### config.mk
export PLATFORM = sky130hd
export DESIGN_NAME = tamap_top
export DESIGN_NICKNAME = d
export VERILOG_FILES = /design/src/rtl/tamap_pkg.sv /design/src/rtl/tamap_top.sv
export SDC_FILE = /design/constraint.sdc
export NUM_CORES = 1
export LEC_CHECK = 0
export BUFFER_PORTS_ARGS = -buffer_cell sky130_fd_sc_hd__buf_2
export CORE_AREA = 2 2 138 86
export DETAILED_ROUTE_END_ITERATION = 10
export DIE_AREA = 0 0 140 88
export GPL_ROUTABILITY_DRIVEN = 1
export GPL_TIMING_DRIVEN = 0
export PLACE_DENSITY = 0.72
export SETUP_SLACK_MARGIN = 0.15
export SLEW_MARGIN = 30
export SYNTH_ARGS = -nofsm -noshare
export SYNTH_HDL_FRONTEND = slang
export SYNTH_SLANG_ARGS = --single-unit
### constraint.sdc
create_clock -name i_clk -period 5.3 [get_ports i_clk]
set_input_delay 1.06 -clock i_clk [delete_from_list [all_inputs] [get_ports i_clk]]
set_output_delay 1.06 -clock i_clk [all_outputs]
set_load 0.05 [all_outputs]
### src/rtl/tamap_pkg.sv
package tamap_pkg;

  // ------------------------------------------------------------
  // Mapping modes
  // ------------------------------------------------------------
  typedef enum logic [1:0] {
    TAMAP_NULL   = 2'h0,  // Straight 48-byte slicing
    TAMAP_SINGLE = 2'h1,  // One adaptation byte, 47-byte segments
    TAMAP_DUAL   = 2'h2   // Two adaptation bytes, prefix dropped
  } tamap_mode_t;

  // ------------------------------------------------------------
  // Cell and packet geometry
  // ------------------------------------------------------------
  localparam logic [5:0] CELL_LEN   = 6'h35;  // 53 bytes per cell
  localparam logic [5:0] CELL_LAST  = 6'h34;  // Index of last cell byte
  localparam logic [5:0] HDR_LEN    = 6'h05;  // Network header bytes
  localparam logic [5:0] INFO_LEN   = 6'h30;  // 48-byte information field
  localparam logic [5:0] AAL_MAX    = 6'h04;  // Adaptation bytes allowed at most
  localparam logic [5:0] SEG_SINGLE = 6'h2F;  // 47-byte segment
  localparam logic [5:0] SEG_DUAL   = 6'h2E;  // 46-byte piece
  localparam logic [7:0] PKT_LAST   = 8'hBB;  // Index of byte 187
  localparam logic [7:0] PFX_LEN    = 8'h04;  // Packet prefix bytes
  localparam logic [7:0] PFX_FLAGS  = 8'h03;  // Prefix byte with control flags
  localparam logic [7:0] SYNC_BYTE  = 8'h47;  // Packet sync value
  localparam logic [5:0] HDR_B0     = 6'h00;  // Flow control + path high
  localparam logic [5:0] HDR_B1     = 6'h01;  // Path low + circuit high
  localparam logic [5:0] HDR_B2     = 6'h02;  // Circuit middle
  localparam logic [5:0] HDR_B3     = 6'h03;  // Circuit low + type + priority
  localparam logic [5:0] HDR_B4     = 6'h04;  // Header check byte
  localparam logic [5:0] AAL_B1     = 6'h06;  // Second adaptation byte slot

  // Adaptation byte count per mode
  function automatic logic [5:0] aal_len(input tamap_mode_t m);
    case (m)
      TAMAP_SINGLE: aal_len = 6'h01;
      TAMAP_DUAL:   aal_len = 6'h02;
      default:      aal_len = 6'h00;
    endcase
  endfunction

endpackage

### src/rtl/tamap_top.sv
`timescale 1ns/1ns
// Notes on behaviour
// - every cell is 5 header plus 48 bytes
// - header starts with 4-bit flow control
// - 8-bit path identifier follows flow control
// - 16-bit circuit identifier follows path identifier
// - header holds one cell loss priority bit
// - header ends with 8-bit check byte
// - at most four adaptation bytes per cell
// - packets are 4-byte prefix plus 184 bytes
// - null mode slices stream into 48-byte pieces
// - null mode forces no packet alignment
// - single mode uses four 47-byte segments
// - single mode adds one adaptation byte
// - adaptation byte carries segment position
// - dual mode drops prefix, four 46-byte pieces
// - dual mode adds two adaptation bytes
// - dual adaptation byte carries prefix control flags
module tamap_top (
  input  wire logic                 i_clk,
  input  wire logic                 i_rstn,
  input  wire tamap_pkg::tamap_mode_t i_mode,
  input  wire logic [3:0]           i_gfc,
  input  wire logic [7:0]           i_vpi,
  input  wire logic [15:0]          i_vci,
  input  wire logic [2:0]           i_pt,
  input  wire logic                 i_clp,
  input  wire logic [7:0]           i_hec,
  input  wire logic [5:0]           i_aal_tag,
  input  wire logic [12:0]          i_rx_pid,
  input  wire logic                 i_pkt_valid,
  input  wire logic [7:0]           i_pkt_data,
  output logic                      o_pkt_ready,
  output logic                      o_cell_valid,
  output logic [7:0]                o_cell_data,
  output logic                      o_cell_soc,
  input  wire logic                 i_cell_ready,
  input  wire logic                 i_rx_cell_valid,
  input  wire logic [7:0]           i_rx_cell_data,
  output logic                      o_rx_cell_ready,
  output logic                      o_rx_pkt_valid,
  output logic [7:0]                o_rx_pkt_data,
  output logic                      o_rx_pkt_sop,
  input  wire logic                 i_rx_pkt_ready
);

  // ------------------------------------------------------------
  // Transmit side: packets to cells
  // ------------------------------------------------------------
  tamap_pkg::tamap_mode_t tx_mode_ff;   // Mode held for current packet
  tamap_pkg::tamap_mode_t tx_mode;      // Mode in force this cycle
  logic [5:0]             tx_cb_ff;     // Byte index within cell
  logic [7:0]             tx_pp_ff;     // Byte index within packet
  logic [1:0]             tx_seg_ff;    // Segment number within packet
  logic [7:0]             tx_flags_ff;  // Captured prefix control byte
  logic                   tx_vld_ff;    // Output byte held
  logic [7:0]             tx_dat_ff;    // Output byte
  logic                   tx_soc_ff;    // Output byte opens a cell
  logic [5:0]             tx_aal_n;     // Adaptation bytes this mode
  logic                   tx_adv;       // Output stage can take a byte
  logic                   tx_hdr;       // Header region
  logic                   tx_aal;       // Adaptation region
  logic                   tx_pay;       // Payload region
  logic                   tx_drop;      // Discarding packet prefix
  logic                   tx_take;      // Input byte consumed
  logic                   tx_gen;       // Cell byte produced
  logic                   tx_pstart;    // At a packet and cell boundary
  logic [7:0]             tx_byte;      // Byte for the output stage

  // Mode may only switch where a cell and a packet both begin
  assign tx_pstart = (tx_cb_ff == 6'h00) && (tx_pp_ff == 8'h00);
  assign tx_mode   = tx_pstart ? i_mode : tx_mode_ff;
  assign tx_aal_n  = tamap_pkg::aal_len(tx_mode);
  assign tx_adv    = !tx_vld_ff || i_cell_ready;
  assign tx_hdr    = tx_cb_ff < tamap_pkg::HDR_LEN;
  assign tx_aal    = !tx_hdr && (tx_cb_ff < tamap_pkg::HDR_LEN + tx_aal_n);
  assign tx_pay    = !tx_hdr && !tx_aal;
  // Prefix bytes are swallowed before the first cell header
  assign tx_drop   = (tx_cb_ff == 6'h00) && (tx_mode == tamap_pkg::TAMAP_DUAL)
                     && (tx_pp_ff < tamap_pkg::PFX_LEN);
  assign o_pkt_ready = tx_adv && (tx_drop || tx_pay);
  assign tx_take   = o_pkt_ready && i_pkt_valid;
  assign tx_gen    = tx_adv && !tx_drop && (!tx_pay || i_pkt_valid);

  // Byte selection for header, adaptation and payload regions
  always_comb begin
    tx_byte = i_pkt_data;
    if (tx_hdr) begin
      case (tx_cb_ff)
        tamap_pkg::HDR_B0: tx_byte = {i_gfc, i_vpi[7:4]};
        tamap_pkg::HDR_B1: tx_byte = {i_vpi[3:0], i_vci[15:12]};
        tamap_pkg::HDR_B2: tx_byte = i_vci[11:4];
        tamap_pkg::HDR_B3: tx_byte = {i_vci[3:0], i_pt, i_clp};
        default:           tx_byte = i_hec;
      endcase
    end else if (tx_aal) begin
      // First adaptation byte tells the segment position
      if (tx_cb_ff == tamap_pkg::HDR_LEN) begin
        tx_byte = {i_aal_tag, tx_seg_ff};
      end else begin
        tx_byte = tx_flags_ff;
      end
    end
  end

  // Cell byte counter; wraps after 53 bytes
  always_ff @(posedge i_clk or negedge i_rstn) begin
    if (!i_rstn) begin
      tx_cb_ff <= 6'h00;
    end else if (tx_gen) begin
      tx_cb_ff <= (tx_cb_ff == tamap_pkg::CELL_LAST) ? 6'h00 : tx_cb_ff + 6'h01;
    end
  end

  // Packet byte counter; runs across cells, so null mode drifts freely
  always_ff @(posedge i_clk or negedge i_rstn) begin
    if (!i_rstn) begin
      tx_pp_ff <= 8'h00;
    end else if (tx_take) begin
      tx_pp_ff <= (tx_pp_ff == tamap_pkg::PKT_LAST) ? 8'h00 : tx_pp_ff + 8'h01;
    end
  end

  // Mode latch and segment count; 4 segments per packet wrap the 2-bit count
  always_ff @(posedge i_clk or negedge i_rstn) begin
    if (!i_rstn) begin
      tx_mode_ff <= tamap_pkg::TAMAP_NULL;
      tx_seg_ff  <= 2'h0;
    end else if (tx_pstart && (tx_gen || tx_take)) begin
      tx_mode_ff <= i_mode;
      tx_seg_ff  <= 2'h0;
    end else if (tx_gen && tx_cb_ff == tamap_pkg::CELL_LAST) begin
      tx_seg_ff  <= tx_seg_ff + 2'h1;
    end
  end

  // Keep the prefix control byte; the far end cannot rebuild it
  always_ff @(posedge i_clk or negedge i_rstn) begin
    if (!i_rstn) begin
      tx_flags_ff <= 8'h00;
    end else if (tx_take && tx_pp_ff == tamap_pkg::PFX_FLAGS) begin
      tx_flags_ff <= i_pkt_data;
    end
  end

  // Output register so cell data comes straight from flops
  always_ff @(posedge i_clk or negedge i_rstn) begin
    if (!i_rstn) begin
      tx_vld_ff <= 1'b0;
      tx_dat_ff <= 8'h00;
      tx_soc_ff <= 1'b0;
    end else if (tx_adv) begin
      tx_vld_ff <= tx_gen;
      tx_dat_ff <= tx_byte;
      tx_soc_ff <= tx_gen && (tx_cb_ff == 6'h00);
    end
  end

  assign o_cell_valid = tx_vld_ff;
  assign o_cell_data  = tx_dat_ff;
  assign o_cell_soc   = tx_soc_ff;

  // ------------------------------------------------------------
  // Receive side: cells to packets
  // ------------------------------------------------------------
  tamap_pkg::tamap_mode_t rx_mode_ff;   // Mode held for current packet
  tamap_pkg::tamap_mode_t rx_mode;      // Mode in force this cycle
  logic [5:0]             rx_cb_ff;     // Byte index within cell
  logic [7:0]             rx_pp_ff;     // Byte index within rebuilt packet
  logic [7:0]             rx_flags_ff;  // Control byte from adaptation slot
  logic                   rx_vld_ff;    // Packet byte held
  logic [7:0]             rx_dat_ff;    // Packet byte
  logic                   rx_sop_ff;    // Packet byte opens a packet
  logic [5:0]             rx_aal_n;     // Adaptation bytes this mode
  logic                   rx_adv;       // Output stage can take a byte
  logic                   rx_pay;       // Payload region
  logic                   rx_ins;       // Inserting a rebuilt prefix byte
  logic                   rx_take;      // Cell byte consumed
  logic                   rx_emit;      // Packet byte produced
  logic [7:0]             rx_byte;      // Byte for the output stage

  assign rx_mode  = (rx_cb_ff == 6'h00 && rx_pp_ff == 8'h00) ? i_mode : rx_mode_ff;
  assign rx_aal_n = tamap_pkg::aal_len(rx_mode);
  assign rx_adv   = !rx_vld_ff || i_rx_pkt_ready;
  assign rx_pay   = rx_cb_ff >= tamap_pkg::HDR_LEN + rx_aal_n;
  // Prefix is rebuilt ahead of the first payload byte in dual mode
  assign rx_ins   = rx_pay && (rx_mode == tamap_pkg::TAMAP_DUAL)
                    && (rx_pp_ff < tamap_pkg::PFX_LEN);
  assign o_rx_cell_ready = rx_adv && !rx_ins;
  assign rx_take  = o_rx_cell_ready && i_rx_cell_valid;
  assign rx_emit  = rx_adv && (rx_ins || (rx_pay && i_rx_cell_valid));

  // Rebuilt prefix: sync, identifier from call setup, carried flags
  always_comb begin
    rx_byte = i_rx_cell_data;
    if (rx_ins) begin
      case (rx_pp_ff[1:0])
        2'h0:    rx_byte = tamap_pkg::SYNC_BYTE;
        2'h1:    rx_byte = {3'h0, i_rx_pid[12:8]};
        2'h2:    rx_byte = i_rx_pid[7:0];
        default: rx_byte = rx_flags_ff;
      endcase
    end
  end

  // Cell byte counter; header and adaptation bytes are skipped
  always_ff @(posedge i_clk or negedge i_rstn) begin
    if (!i_rstn) begin
      rx_cb_ff <= 6'h00;
    end else if (rx_take) begin
      rx_cb_ff <= (rx_cb_ff == tamap_pkg::CELL_LAST) ? 6'h00 : rx_cb_ff + 6'h01;
    end
  end

  // Packet byte counter in arrival order
  always_ff @(posedge i_clk or negedge i_rstn) begin
    if (!i_rstn) begin
      rx_pp_ff <= 8'h00;
    end else if (rx_emit) begin
      rx_pp_ff <= (rx_pp_ff == tamap_pkg::PKT_LAST) ? 8'h00 : rx_pp_ff + 8'h01;
    end
  end

  // Mode latch at a cell start that is also a packet start
  always_ff @(posedge i_clk or negedge i_rstn) begin
    if (!i_rstn) begin
      rx_mode_ff <= tamap_pkg::TAMAP_NULL;
    end else if (rx_take && rx_cb_ff == 6'h00 && rx_pp_ff == 8'h00) begin
      rx_mode_ff <= i_mode;
    end
  end

  // Second adaptation byte carries the prefix control flags
  always_ff @(posedge i_clk or negedge i_rstn) begin
    if (!i_rstn) begin
      rx_flags_ff <= 8'h00;
    end else if (rx_take && rx_mode == tamap_pkg::TAMAP_DUAL && rx_cb_ff == tamap_pkg::AAL_B1) begin
      rx_flags_ff <= i_rx_cell_data;
    end
  end

  // Output register toward the packet sink
  always_ff @(posedge i_clk or negedge i_rstn) begin
    if (!i_rstn) begin
      rx_vld_ff <= 1'b0;
      rx_dat_ff <= 8'h00;
      rx_sop_ff <= 1'b0;
    end else if (rx_adv) begin
      rx_vld_ff <= rx_emit;
      rx_dat_ff <= rx_byte;
      rx_sop_ff <= rx_emit && (rx_pp_ff == 8'h00);
    end
  end

  assign o_rx_pkt_valid = rx_vld_ff;
  assign o_rx_pkt_data  = rx_dat_ff;
  assign o_rx_pkt_sop   = rx_sop_ff;

  // ------------------------------------------------------------
  // Assertions
  // ------------------------------------------------------------
  logic [5:0] chk_cnt_ff;  // Accepted output cell bytes, modulo 53

  // Helper count; a short or long cell shows as a misplaced start flag
  always_ff @(posedge i_clk or negedge i_rstn) begin
    if (!i_rstn) begin
      chk_cnt_ff <= 6'h00;
    end else if (o_cell_valid && i_cell_ready) begin
      chk_cnt_ff <= (chk_cnt_ff == tamap_pkg::CELL_LAST) ? 6'h00 : chk_cnt_ff + 6'h01;
    end
  end

  a_cell_length: assert property (@(posedge i_clk) disable iff (!i_rstn)
    o_cell_valid |-> (o_cell_soc == (chk_cnt_ff == 6'h00)))
    else $error("cell start flag not every 53 bytes");

  a_hdr_flow: assert property (@(posedge i_clk) disable iff (!i_rstn)
    (tx_gen && tx_adv && tx_cb_ff == tamap_pkg::HDR_B0) |=> o_cell_data[7:4] == $past(i_gfc))
    else $error("flow control nibble wrong");

  a_hdr_path: assert property (@(posedge i_clk) disable iff (!i_rstn)
    (tx_gen && tx_cb_ff == tamap_pkg::HDR_B1) |=> o_cell_data[7:4] == $past(i_vpi[3:0]))
    else $error("path identifier low nibble wrong");

  a_hdr_circuit: assert property (@(posedge i_clk) disable iff (!i_rstn)
    (tx_gen && tx_cb_ff == tamap_pkg::HDR_B2) |=> o_cell_data == $past(i_vci[11:4]))
    else $error("circuit identifier byte wrong");

  a_hdr_priority: assert property (@(posedge i_clk) disable iff (!i_rstn)
    (tx_gen && tx_cb_ff == tamap_pkg::HDR_B3) |=> o_cell_data[0] == $past(i_clp))
    else $error("cell loss priority bit wrong");

  a_hdr_check: assert property (@(posedge i_clk) disable iff (!i_rstn)
    (tx_gen && tx_cb_ff == tamap_pkg::HDR_B4) |=> o_cell_data == $past(i_hec))
    else $error("header check byte wrong");

  a_aal_bound: assert property (@(posedge i_clk) disable iff (!i_rstn)
    (tx_gen && tx_pay) |-> tx_cb_ff >= tamap_pkg::CELL_LEN - tamap_pkg::INFO_LEN + tx_aal_n
      && tx_aal_n <= tamap_pkg::AAL_MAX)
    else $error("payload started too early");

  a_single_align: assert property (@(posedge i_clk) disable iff (!i_rstn)
    (tx_gen && tx_cb_ff == 6'h00 && tx_mode_ff == tamap_pkg::TAMAP_SINGLE && !tx_pstart)
      |-> tx_pp_ff == 8'(tx_seg_ff) * 8'(tamap_pkg::SEG_SINGLE))
    else $error("single mode segment misaligned");

  a_dual_drop: assert property (@(posedge i_clk) disable iff (!i_rstn)
    (tx_take && tx_mode == tamap_pkg::TAMAP_DUAL && tx_pp_ff < tamap_pkg::PFX_LEN) |=> !o_cell_valid)
    else $error("prefix byte leaked into a cell");

  a_dual_piece: assert property (@(posedge i_clk) disable iff (!i_rstn)
    (tx_gen && tx_cb_ff == 6'h00 && tx_mode_ff == tamap_pkg::TAMAP_DUAL && !tx_pstart)
      |-> tx_pp_ff == 8'(tx_seg_ff) * 8'(tamap_pkg::SEG_DUAL) + tamap_pkg::PFX_LEN)
    else $error("dual mode piece misaligned");

  a_rx_sop: assert property (@(posedge i_clk) disable iff (!i_rstn)
    (rx_emit && rx_adv && rx_pp_ff == 8'h00 && rx_mode == tamap_pkg::TAMAP_DUAL)
      |=> o_rx_pkt_sop && o_rx_pkt_data == tamap_pkg::SYNC_BYTE)
    else $error("rebuilt packet does not open with sync");

  a_rx_pid: assert property (@(posedge i_clk) disable iff (!i_rstn)
    (rx_emit && rx_ins && rx_pp_ff == 8'h02) |=> o_rx_pkt_data == $past(i_rx_pid[7:0]))
    else $error("rebuilt identifier low byte wrong");

  logic [5:0] chk_pay_ff;  // Payload bytes produced so far in this cell

  // Payload share of a cell; a region boundary off by one shows up here
  always_ff @(posedge i_clk or negedge i_rstn) begin
    if (!i_rstn) begin
      chk_pay_ff <= 6'h00;
    end else if (tx_gen && tx_cb_ff == tamap_pkg::CELL_LAST) begin
      chk_pay_ff <= 6'h00;
    end else if (tx_gen && tx_pay) begin
      chk_pay_ff <= chk_pay_ff + 6'h01;
    end
  end

  a_pay_count: assert property (@(posedge i_clk) disable iff (!i_rstn)
    (tx_gen && tx_cb_ff == tamap_pkg::CELL_LAST) |-> chk_pay_ff + 6'h01 == tamap_pkg::INFO_LEN - tx_aal_n)
    else $error("payload byte count per cell wrong");

  c_single_cell: cover property (@(posedge i_clk) disable iff (!i_rstn)
    tx_gen && tx_mode_ff == tamap_pkg::TAMAP_SINGLE && tx_cb_ff == tamap_pkg::CELL_LAST);
  c_dual_cell: cover property (@(posedge i_clk) disable iff (!i_rstn)
    tx_gen && tx_mode_ff == tamap_pkg::TAMAP_DUAL && tx_cb_ff == tamap_pkg::CELL_LAST);
  c_null_realign: cover property (@(posedge i_clk) disable iff (!i_rstn)
    tx_gen && tx_pstart && tx_mode_ff == tamap_pkg::TAMAP_NULL);
  c_rx_packet: cover property (@(posedge i_clk) disable iff (!i_rstn)
    rx_emit && rx_pp_ff == tamap_pkg::PKT_LAST);

endmodule

* Word level (Yosys, flattened, before mapping) *
Index checks and enable logic that the tools add are counted.

word-level totals
  memories = 0
  output and inout port bits = 22
  bits in latches = 0
  memory bits (writable) = 0
  input port bits = 83
  memory bits (read-only) = 0
  register bits after elaboration = 70

operators by class
  mux-type cells = 16
  shifts and indexed selects = 0
  equality and inequality tests = 16
  multiply operators = 0
  $lt $le $gt $ge = 5
  bitwise gates (word level) = 0
  add/sub/neg operators = 7
  divide/modulo/power cells = 0
  reductions and logical operators = 44

operators with widths
  operator             count
  $mux 8               6
  $pmux 8 s4           1
  $logic_and 1x1->1    25
  $pmux 8 s3           1
  $add 8x1->8 const B  2
  $eq 8x8->1 const B   2
  $logic_not 8->1      2
  $lt 8x3->1 const B   2
  $add 3x6->6 const A  2
  $add 6x1->6 const B  2
  $eq 6x2->1 const B   2
  $eq 6x3->1 const B   2
  $eq 6x6->1 const B   2
  $logic_not 6->1      2
  $mux 6               2
  $eq 8x2->1 const B   1
  $mux 2               4
  $pmux 2 s2           2
  $logic_not 1->1      7
  $eq 2x1->1 const B   3
  $eq 2x2->1 const B   3
  $eq 6x1->1 const B   1
  $ge 6x6->1           1
  $logic_or 1x1->1     6
  5 further kinds      5

* Depth between registers and ports, before layout *
Gate-level depths: netlist (run 1).

  depth in word-level cells = 16
  gate-level depth with buffers = 16
  mapped depth without buffers = 15

* Worst setup path after synthesis (run 1) *
OpenSTA, ideal clock, no wires.

  path type = register -> output
  from = reg rx_pp_ff[2]
  to = out o_rx_cell_ready
  arrival = 3.548 ns
  path slack = 0.692 ns
  path buffers = 1
  cell stages (with the launch flop) = 15
  path through = dfrtp_1 > or4_1 > nor3_1 > nand4_1 > mux2_2 > inv_1 > ha_1 > inv_1 > ha_1 > nand2b_1 > a21oi_1 > o311a_1 > nor2_2 > buf_4 > nor2_1

on the way
  word-level cells in the longest chain between the ends = 11

ends and longest elaborated chain
  element                                   RTL line                           text
  start, declared                           tamap_top.sv:169                   logic [7:0] rx_pp_ff;
  start signal, assigned                    tamap_top.sv:220                   rx_pp_ff <= (rx_pp_ff == tamap_pkg::PKT_LAST) ? 8'h00 : rx_pp_ff + 8'h01;
  $logic_not 8->1                           tamap_top.sv:182                   assign rx_mode = (rx_cb_ff == 6'h00 && rx_pp_ff == 8'h00) ? i_mode : rx_mode_ff;
  $logic_and 1x1->1                         tamap_top.sv:182
  $mux 2                                    tamap_top.sv:182
  $eq 2x2->1 or $eq 2x1->1 (tied branches)  tamap_pkg.sv:35, tamap_top.sv:187
  $pmux 2 s2                                tamap_pkg.sv:35                    case (m)
  $add 3x6->6                               tamap_top.sv:185                   assign rx_pay = rx_cb_ff >= tamap_pkg::HDR_LEN + rx_aal_n;
  $ge 6x6->1                                tamap_top.sv:185
  $logic_and 1x1->1                         tamap_top.sv:187                   assign rx_ins = rx_pay && (rx_mode == tamap_pkg::TAMAP_DUAL)
  $logic_and 1x1->1 *                       tamap_top.sv:188                   && (rx_pp_ff < tamap_pkg::PFX_LEN);
  $logic_not 1->1 *                         tamap_top.sv:189                   assign o_rx_cell_ready = rx_adv && !rx_ins;
  $logic_and 1x1->1 *                       tamap_top.sv:189
  end, declared                             tamap_top.sv:40                    output logic o_rx_cell_ready,

Every way passes the cells marked *; elsewhere a longest branch is shown, timed or not.

* Worst setup path in the final report (run 1) *
Ends and elaborated chain as after synthesis.

==> results of run 1 <==
## routing by layer
layer / up-vias / routed length [um] / part of all wire (%)
met3: 14 / 920 / 7.5
met2: 169 / 5570 / 46
li1: 1936 / - / -
met5: - / 0 / 0
met4: 0 / 121 / 0.99
met1: 1992 / 5580 / 46
## cells in the mapped netlist, types with 3 or more instances
cell type	n	share of area (%)
dfrtp_1	70	40
nand2_1	44	3.8
o21ai_0	40	4.6
a21oi_1	33	3.8
ha_1	23	6.6
mux2_2	21	5.4
inv_1	20	1.7
a22oi_1	19	3.3
nor2_1	19	1.6
mux2i_1	17	3.9
nand3_1	16	1.8
clkbuf_1	15	1.3
nor3_1	9	1.0
o211ai_1	9	1.5
a22o_1	8	1.6
mux2_4	8	2.8
o31ai_1	8	1.4
nand2b_1	7	1.0
nand4_1	7	1.0
nor2b_1	7	1.0
or4_1	6	1.0
a31oi_1	4	0.57
and3_1	4	0.57
a21o_1	3	0.52
a221oi_1	3	0.60
buf_2	3	0.34
nor3b_1	3	0.52
nor4_1	3	0.43
## sequential cells by signal, summed over array words and instances (netlist names)
name            count
rx_cb_ff            6
o_cell_data         8
rx_mode_ff          2
o_rx_pkt_sop        1
tx_flags_ff         8
tx_mode_ff          2
tx_pp_ff            8
tx_cb_ff            6
tx_seg_ff           2
o_cell_valid        1
o_rx_pkt_valid      1
rx_pp_ff            8
rx_flags_ff         8
o_cell_soc          1
o_rx_pkt_data       8
## logic make-up after synthesis
kind of cell	count (synthesis)	share of synthesized area [%]
AOI/OAI and AO/OA	139	20.7
xor gates and xnor gates	2	0.402
adders and majority gates	23	6.60
buffers and inverters	41	3.70
DFF	70	40.2
muxes	46	12.1
and+or+nand+nor	137	16.4
## path summary, 6_finish.rpt
path / from / end / slack [ns]
hold / removal: o_rx_pkt_data[3] / o_rx_pkt_data[3] / 0.48
setup / recovery: rx_pp_ff[2] / o_rx_cell_ready / 0.30
setup reg to reg: rx_pp_ff[2] / rx_flags_ff[7] / 1.13
hold reg to reg: o_rx_pkt_data[3] / o_rx_pkt_data[3] / 0.48
max in group asynchronous: i_rstn / tx_mode_ff[0] / 4.05
min in group asynchronous: i_rstn / o_rx_pkt_data[5] / 0.68
## power groups by stage
| stage | Combinational (mW) | Sequential (mW) | Clock [mW] |
|---|---|---|---|
| floorplan | 0.696 | 1.00 | 0 |
| global placement | 1.10 | 0.879 | 0 |
| detailed placement | 1.15 | 0.890 | 0 |
| CTS | 1.16 | 0.885 | 0.666 |
| global route | 1.29 | 0.916 | 0.687 |
| finish | 1.17 | 0.894 | 0.655 |
## worst min-delay path, cell delays in order (launching register included)
cell,delay (ns)
dfrtp_1,0.34
nand2_1,0.05
o21ai_0,0.06
## metrics by stage
step	power, mW	instance area (um^2)	std cells
2_1_floorplan	1.70	4360	458
3_3_place_gp	1.98	5060	706
3_5_place_dp	2.04	5090	707
4_1_cts	2.71	5420	723
5_1_grt	2.90	5450	725
6_report	2.72	5450	725
## layout make-up
type	count	area, um^2	share of cell area, %
clock inverters	7	97.6	1.79
inverters	20	75.1	1.38
multi-input cells	347	2470	45.4
plain buffers	21	86.3	1.58
clock buffers	9	225	4.13
repair buffers	107	561	10.3
flip-flops and latches	70	1750	32.1
well taps	144	180	3.31
## timing repair
action | in CTS | in global routing
gates resized for setup | 2 | 2
endpoints found under the hold margin | 0 | 0
pin swaps | 0 | 2
setup buffers | 0 | 2
cloned | 0 | 0
setup endpoints to repair | 1 | 2
==> flow_metrics.py, run 1 <==
metrics = {
    "synthesis": {
        "synthCells": 458,
        "ys_warn_count": 0,
        "synthArstFlopShare_pct": 100,
        "synth_fp_nets": 564,
        "avgSynthCellArea_um2": 9.52,
        "ys.flop_type": "dfrtp_1",
        "synth_seq_area_share_pct": 40.2,
        "netlist_area_um2": 4360,
        "synth-edff-count": 0,
        "yosys_register_bits": 70,
        "synth.distinct_cells": 51,
    },
    "critical_path": {
        "criticalPathCategory": "flip-flop to primary output",
        "arrival_ns": 3.94,
        "critPathCaptureType": "primary output",
        "cp-start-kind": "flip-flop",
        "cp_num_cells": 15,
        "critical_path.slowest_cell": "or4_1",
        "path_buf_inv": 4,
        "critPathMaxStageDelay_ns": 0.59,
        "worst_ep_required_time_ns": 4.24,
        "rr_worst_depth": 14,
        "critPathMaxFanout": 10,
        "cp_top_family": "simple AND/OR/NAND/NOR gates",
        "crit_chain": "or4_1 > nor3_2 > nand4_1 > mux2_2 > inv_1 > ha_1 > inv_1 > ha_1 > nand2b_1 > a21oi_1 > o311a_1 > nor2_2 > buf_4 > nor2_1 > clkbuf_4",
    },
    "hold_path": {
        "hold_class": "flip-flop to flip-flop",
        "hold_depth": 2,
    },
    "routing": {
        "vias": 4111,
        "drcViolationCount": 14,
        "drt_first_pass_iters": 8,
        "wl_um": 12200,
        "viasPerCell": 5.67,
        "dr.first_iter.drc_count": 374,
        "antenna_left": 0,
        "routedWlPerCell_um": 16.8,
    },
    "cells_and_area": {
        "final_cell_mix": "buf_2 (105), dfrtp_1 (70), nand2_1 (44)",
        "final_layout_size_suffix_gt1_share_pct": 29.4,
        "fillers": 1016,
        "layout_commonest_cell": "buf_2",
        "final_nets": 682,
        "area_growth_pct": 25.0,
        "antennaDiodeCount": 0,
        "final_util_pct": 49.2,
    },
    "global_routing": {
        "use_met2_pct": 32.2,
        "grt_use_met1_pct": 27.5,
        "grt_pass1_wl_um": 19500,
        "grt_start_max_net_pins": 37,
        "gr-usage-all-layers_pct": 20.0,
        "grt_pass1_vias": 3989,
        "grt_overflow_total": 0,
        "antenna_found_initial": 0,
        "use_met3_pct": 4.76,
        "top_usage_layer": "met2",
    },
    "sta": {
        "rsz0062_at_grt": "no",
        "fmax_mhz": 200,
        "slew_viol_final": 0,
        "tightestPinTransition_ns": 0.914,
        "finClkSkew_ns": 0.00929,
        "tns_ns": 0,
        "timing.final.ws_setup_ns": 0.303,
        "period_minus_slack_ns": 5.00,
        "hold_viol_final": 0,
        "finalSetupViolCount": 0,
        "fin_crit_sh_pct": 94.3,
        "holdWs_ns": 0.482,
        "slew_headroom_pct": 38.3,
    },
    "die": {
        "die_x_um": 140,
        "ios": 105,
        "die_h_um": 88,
        "core_area_um2": 11100,
        "num_rows": 30,
        "die_area_um2": 12300,
        "start_util_pct": 39.4,
    },
    "clock_network": {
        "hold_buffers": 0,
        "tritoncts.num_buffers": 9,
        "cts_tree": "done",
        "clockBufferDepth": 2,
        "clkSinkCount": 70,
        "clock_latency_ns": 0.34,
        "cts-root-buf": "clkbuf_16",
        "path_clk_slew_ns": 0.06,
        "htreeDepth": 3,
    },
    "placement": {
        "portBuffers": 104,
        "post-dp-hpwl_um": 9290,
        "preCtsSetupSlack_ns": 0.327,
        "gp_congestion": 0.907,
    },
    "run_status": {
        "status": "finished, violations left",
        "violations": "design-rule violations",
    },
    "power": {
        "p_switching_mw": 1.18,
        "combinationalPowerShare_pct": 43.0,
        "p_leak_nw": 2.42,
        "pwr_density_cell_nw_per_um2": 498,
        "internal_power_mw": 1.54,
        "p_seq_share_pct": 32.9,
        "p_clk_share_pct": 24.1,
        "ir_worst_vdd_uv": 213,
        "netSwitchingFraction_pct": 43.3,
    },
    "flow_run": {
        "max_cap_violations": 0,
    },
}
No activity file was read; power rests on OpenSTA's default activity.
==> run 2: changes to the inputs <==
- ABC_AREA: unset -> 1
- CELL_PAD_IN_SITES_DETAIL_PLACEMENT: unset -> 1
- CELL_PAD_IN_SITES_GLOBAL_PLACEMENT: unset -> 1
- CORE_AREA: 2 2 138 86 -> 2 2 141 88
- CTS_CLUSTER_SIZE: unset -> 25
- DIE_AREA: 0 0 140 88 -> 0 0 143 90
- PLACE_DENSITY: 0.72 -> 0.89
==> flow_metrics.py, run 2 <==
metrics = {
    "sta": {
        "timing.final.ws_setup_ns": 0.470,
        "fmax_mhz": 207,
        "tightestPinTransition_ns": 0.775,
        "period_minus_slack_ns": 4.83,
        "tns_ns": 0,
        "hold_viol_final": 0,
        "slew_headroom_pct": 47.8,
        "slew_viol_final": 0,
        "finClkSkew_ns": 0.00602,
        "fin_crit_sh_pct": 91.1,
        "rsz0062_at_grt": "no",
        "finalSetupViolCount": 0,
    },
    "synthesis": {
        "synthArstFlopShare_pct": 100,
        "synth_fp_nets": 690,
        "synthCells": 584,
        "netlist_area_um2": 4430,
        "synth_seq_area_share_pct": 39.5,
        "yosys_register_bits": 70,
        "avgSynthCellArea_um2": 7.59,
        "synth.top_cells.by_area": "dfrtp_1 (40%), nand2_1 (12%), inv_1 (7.5%), ha_1 (6.5%), o21ai_0 (5.0%)",
        "synthTopCellsByCount": "nand2_1 (140), inv_1 (88), dfrtp_1 (70)",
        "synth.distinct_cells": 40,
        "synth-edff-count": 0,
        "ys_warn_count": 0,
        "yosysTopAreaCellShare_pct": 39.5,
        "yosysMostFrequentCell": "nand2_1",
        "ys.flop_type": "dfrtp_1",
        "synth_top_area_cell": "dfrtp_1",
    },
    "cells_and_area": {
        "antennaDiodeCount": 0,
        "layout_commonest_cell": "nand2_1",
        "fillers": 1494,
        "final_util_pct": 46.9,
        "final_layout_size_suffix_gt1_share_pct": 22.0,
        "final_cell_mix": "nand2_1 (140), buf_2 (105), inv_1 (88)",
        "seqCellArea_um2": 1750,
        "multi_input_area_um2": 2290,
        "final_nets": 806,
        "area_growth_pct": 23.6,
    },
    "critical_path": {
        "critPathMaxFanout": 9,
        "critPathCaptureType": "primary output",
        "rr_worst_depth": 21,
        "critPathLaunch": "rx_cb_ff[0]",
        "cp-start-kind": "flip-flop",
        "worst_ep_required_time_ns": 4.24,
        "rr_endpoint": "rx_flags_ff[6]",
        "worstReg2RegStart": "rx_cb_ff[0]",
        "arrival_ns": 3.77,
        "r2r_slack_ns": 1.30,
        "criticalPathCategory": "flip-flop to primary output",
    },
    "routing": {
        "dr.first_iter.drc_count": 332,
        "viasPerCell": 5.20,
        "wl_um": 14800,
        "routedWlPerCell_um": 17.0,
        "vias": 4525,
        "antenna_left": 0,
        "drt_first_pass_iters": 6,
        "drcViolationCount": 0,
    },
    "power": {
        "p_clk_share_pct": 21.4,
        "p_switching_mw": 1.30,
        "pwr_density_cell_nw_per_um2": 489,
        "internal_power_mw": 1.38,
        "p_leak_nw": 2.87,
        "netSwitchingFraction_pct": 48.5,
        "ir_worst_vdd_uv": 190,
        "combinationalPowerShare_pct": 47.6,
        "p_seq_share_pct": 30.9,
    },
    "die": {
        "die_area_um2": 12900,
        "ios": 105,
        "core_area_um2": 11700,
        "num_rows": 31,
        "die_h_um": 90,
        "start_util_pct": 38.0,
        "die_x_um": 143,
    },
    "placement": {
        "portBuffers": 104,
        "gp_congestion": 0.880,
        "preCtsSetupSlack_ns": 0.805,
        "post-dp-hpwl_um": 11200,
    },
    "hold_path": {
        "hold_depth": 2,
        "hold_class": "flip-flop to flip-flop",
        "hp-start": "tx_flags_ff[0]",
        "holdPathEnd": "tx_flags_ff[0]",
    },
    "clock_network": {
        "cts_tree": "done",
        "clkSinkCount": 70,
        "cts-root-buf": "clkbuf_16",
        "clockBufferDepth": 2,
        "path_clk_slew_ns": 0.06,
        "tritoncts.num_buffers": 9,
        "clock_latency_ns": 0.34,
        "htreeDepth": 3,
        "hold_buffers": 0,
    },
    "global_routing": {
        "grt_pass1_vias": 4936,
        "grt_overflow_total": 0,
        "grt_pass1_wl_um": 24300,
        "grt_start_max_net_pins": 50,
        "gr-usage-all-layers_pct": 23.8,
        "antenna_found_initial": 0,
    },
    "run_status": {
        "status": "completed",
    },
    "flow_run": {
        "max_cap_violations": 0,
    },
}
## run 2: cell families (layout without fill, tap and decap cells)
kind of cell | Yosys count | count (layout) | share of synthesized area (%)
XOR/XNOR | 10 | 10 | 1.98
AND/OR/NAND/NOR | 269 | 269 | 27.4
adder cells (fa/ha/maj) | 23 | 23 | 6.49
multiplexers | 6 | 6 | 1.52
AO/OA/AOI/OAI | 105 | 105 | 14.0
buffers and inverters | 101 | 222 | 9.06
flip-flops | 70 | 70 | 39.5
## run 2: final cells by class
class / count / area share (%)
Inverter: 93 / 6.46
Clock buffer: 11 / 4.43
Tap cell: 165 / 3.77
Clock inverter: 5 / 0.640
Sequential cell: 70 / 32.0
Buffer: 8 / 0.868
Multi-Input combinational cell: 413 / 41.8
Timing Repair Buffer: 105 / 10.1
## run 2: per-stage QoR
stage / cells / hold WS [ns] / cell area (um^2) / total power, mW
after floorplan: 584 / 0.436 / 4430 / 1.68
after detailed placement: 854 / 0.458 / 5190 / 2.08
final: 870 / 0.474 / 5480 / 2.68
after global placement: 853 / 0.453 / 5160 / 1.97
after global routing: 870 / 0.499 / 5480 / 2.86
after CTS: 870 / 0.473 / 5470 / 2.67
## run 2: worst max path at each step
| stage | to | cells past startpoint |
|---|---|---|
| 2_1_floorplan | o_rx_cell_ready | 15 |
| 3_3_place_gp | o_rx_cell_ready | 16 |
| 3_5_place_dp | o_rx_cell_ready | 16 |
| 4_1_cts | o_rx_cell_ready | 16 |
| 5_1_grt | o_rx_cell_ready | 16 |
| 6_report | o_rx_cell_ready | 16 |
## run 2: repair_timing
action | 4_1_cts | 5_1_grt
setup buffers | 0 | 0
endpoints found under the setup margin | 0 | 1
resized for setup | 0 | 1
## run 2: critical path: stages, from the launching register on
cell	delay [ns]
dfrtp_1	0.41
inv_1	0.13
ha_1	0.18
inv_1	0.07
nor4_2	0.32
nand2_1	0.16
o21ai_0	0.27
inv_1	0.08
ha_1	0.27
nand2_1	0.13
ha_1	0.24
a21oi_1	0.17
nand3_1	0.13
nand2_1	0.21
inv_2	0.15
nor2_8	0.21
buf_2	0.30
## run 2: power groups by stage
stage / logic [mW] / clock network, mW / registers (mW)
6_report: 1.28 / 0.575 / 0.828
5_1_grt: 1.41 / 0.598 / 0.848
4_1_cts: 1.27 / 0.577 / 0.824
3_5_place_dp: 1.25 / 0 / 0.830
3_3_place_gp: 1.16 / 0 / 0.814
2_1_floorplan: 0.721 / 0 / 0.962
## run 2: layer usage
metal,vias to the layer above,track usage [%],share of wire (%)
li1,2147,-,-
met1,2282,30.1,44
met2,77,40.6,51
met4,0,7.59,1.3
met5,-,0,0
met3,19,4.79,3.1
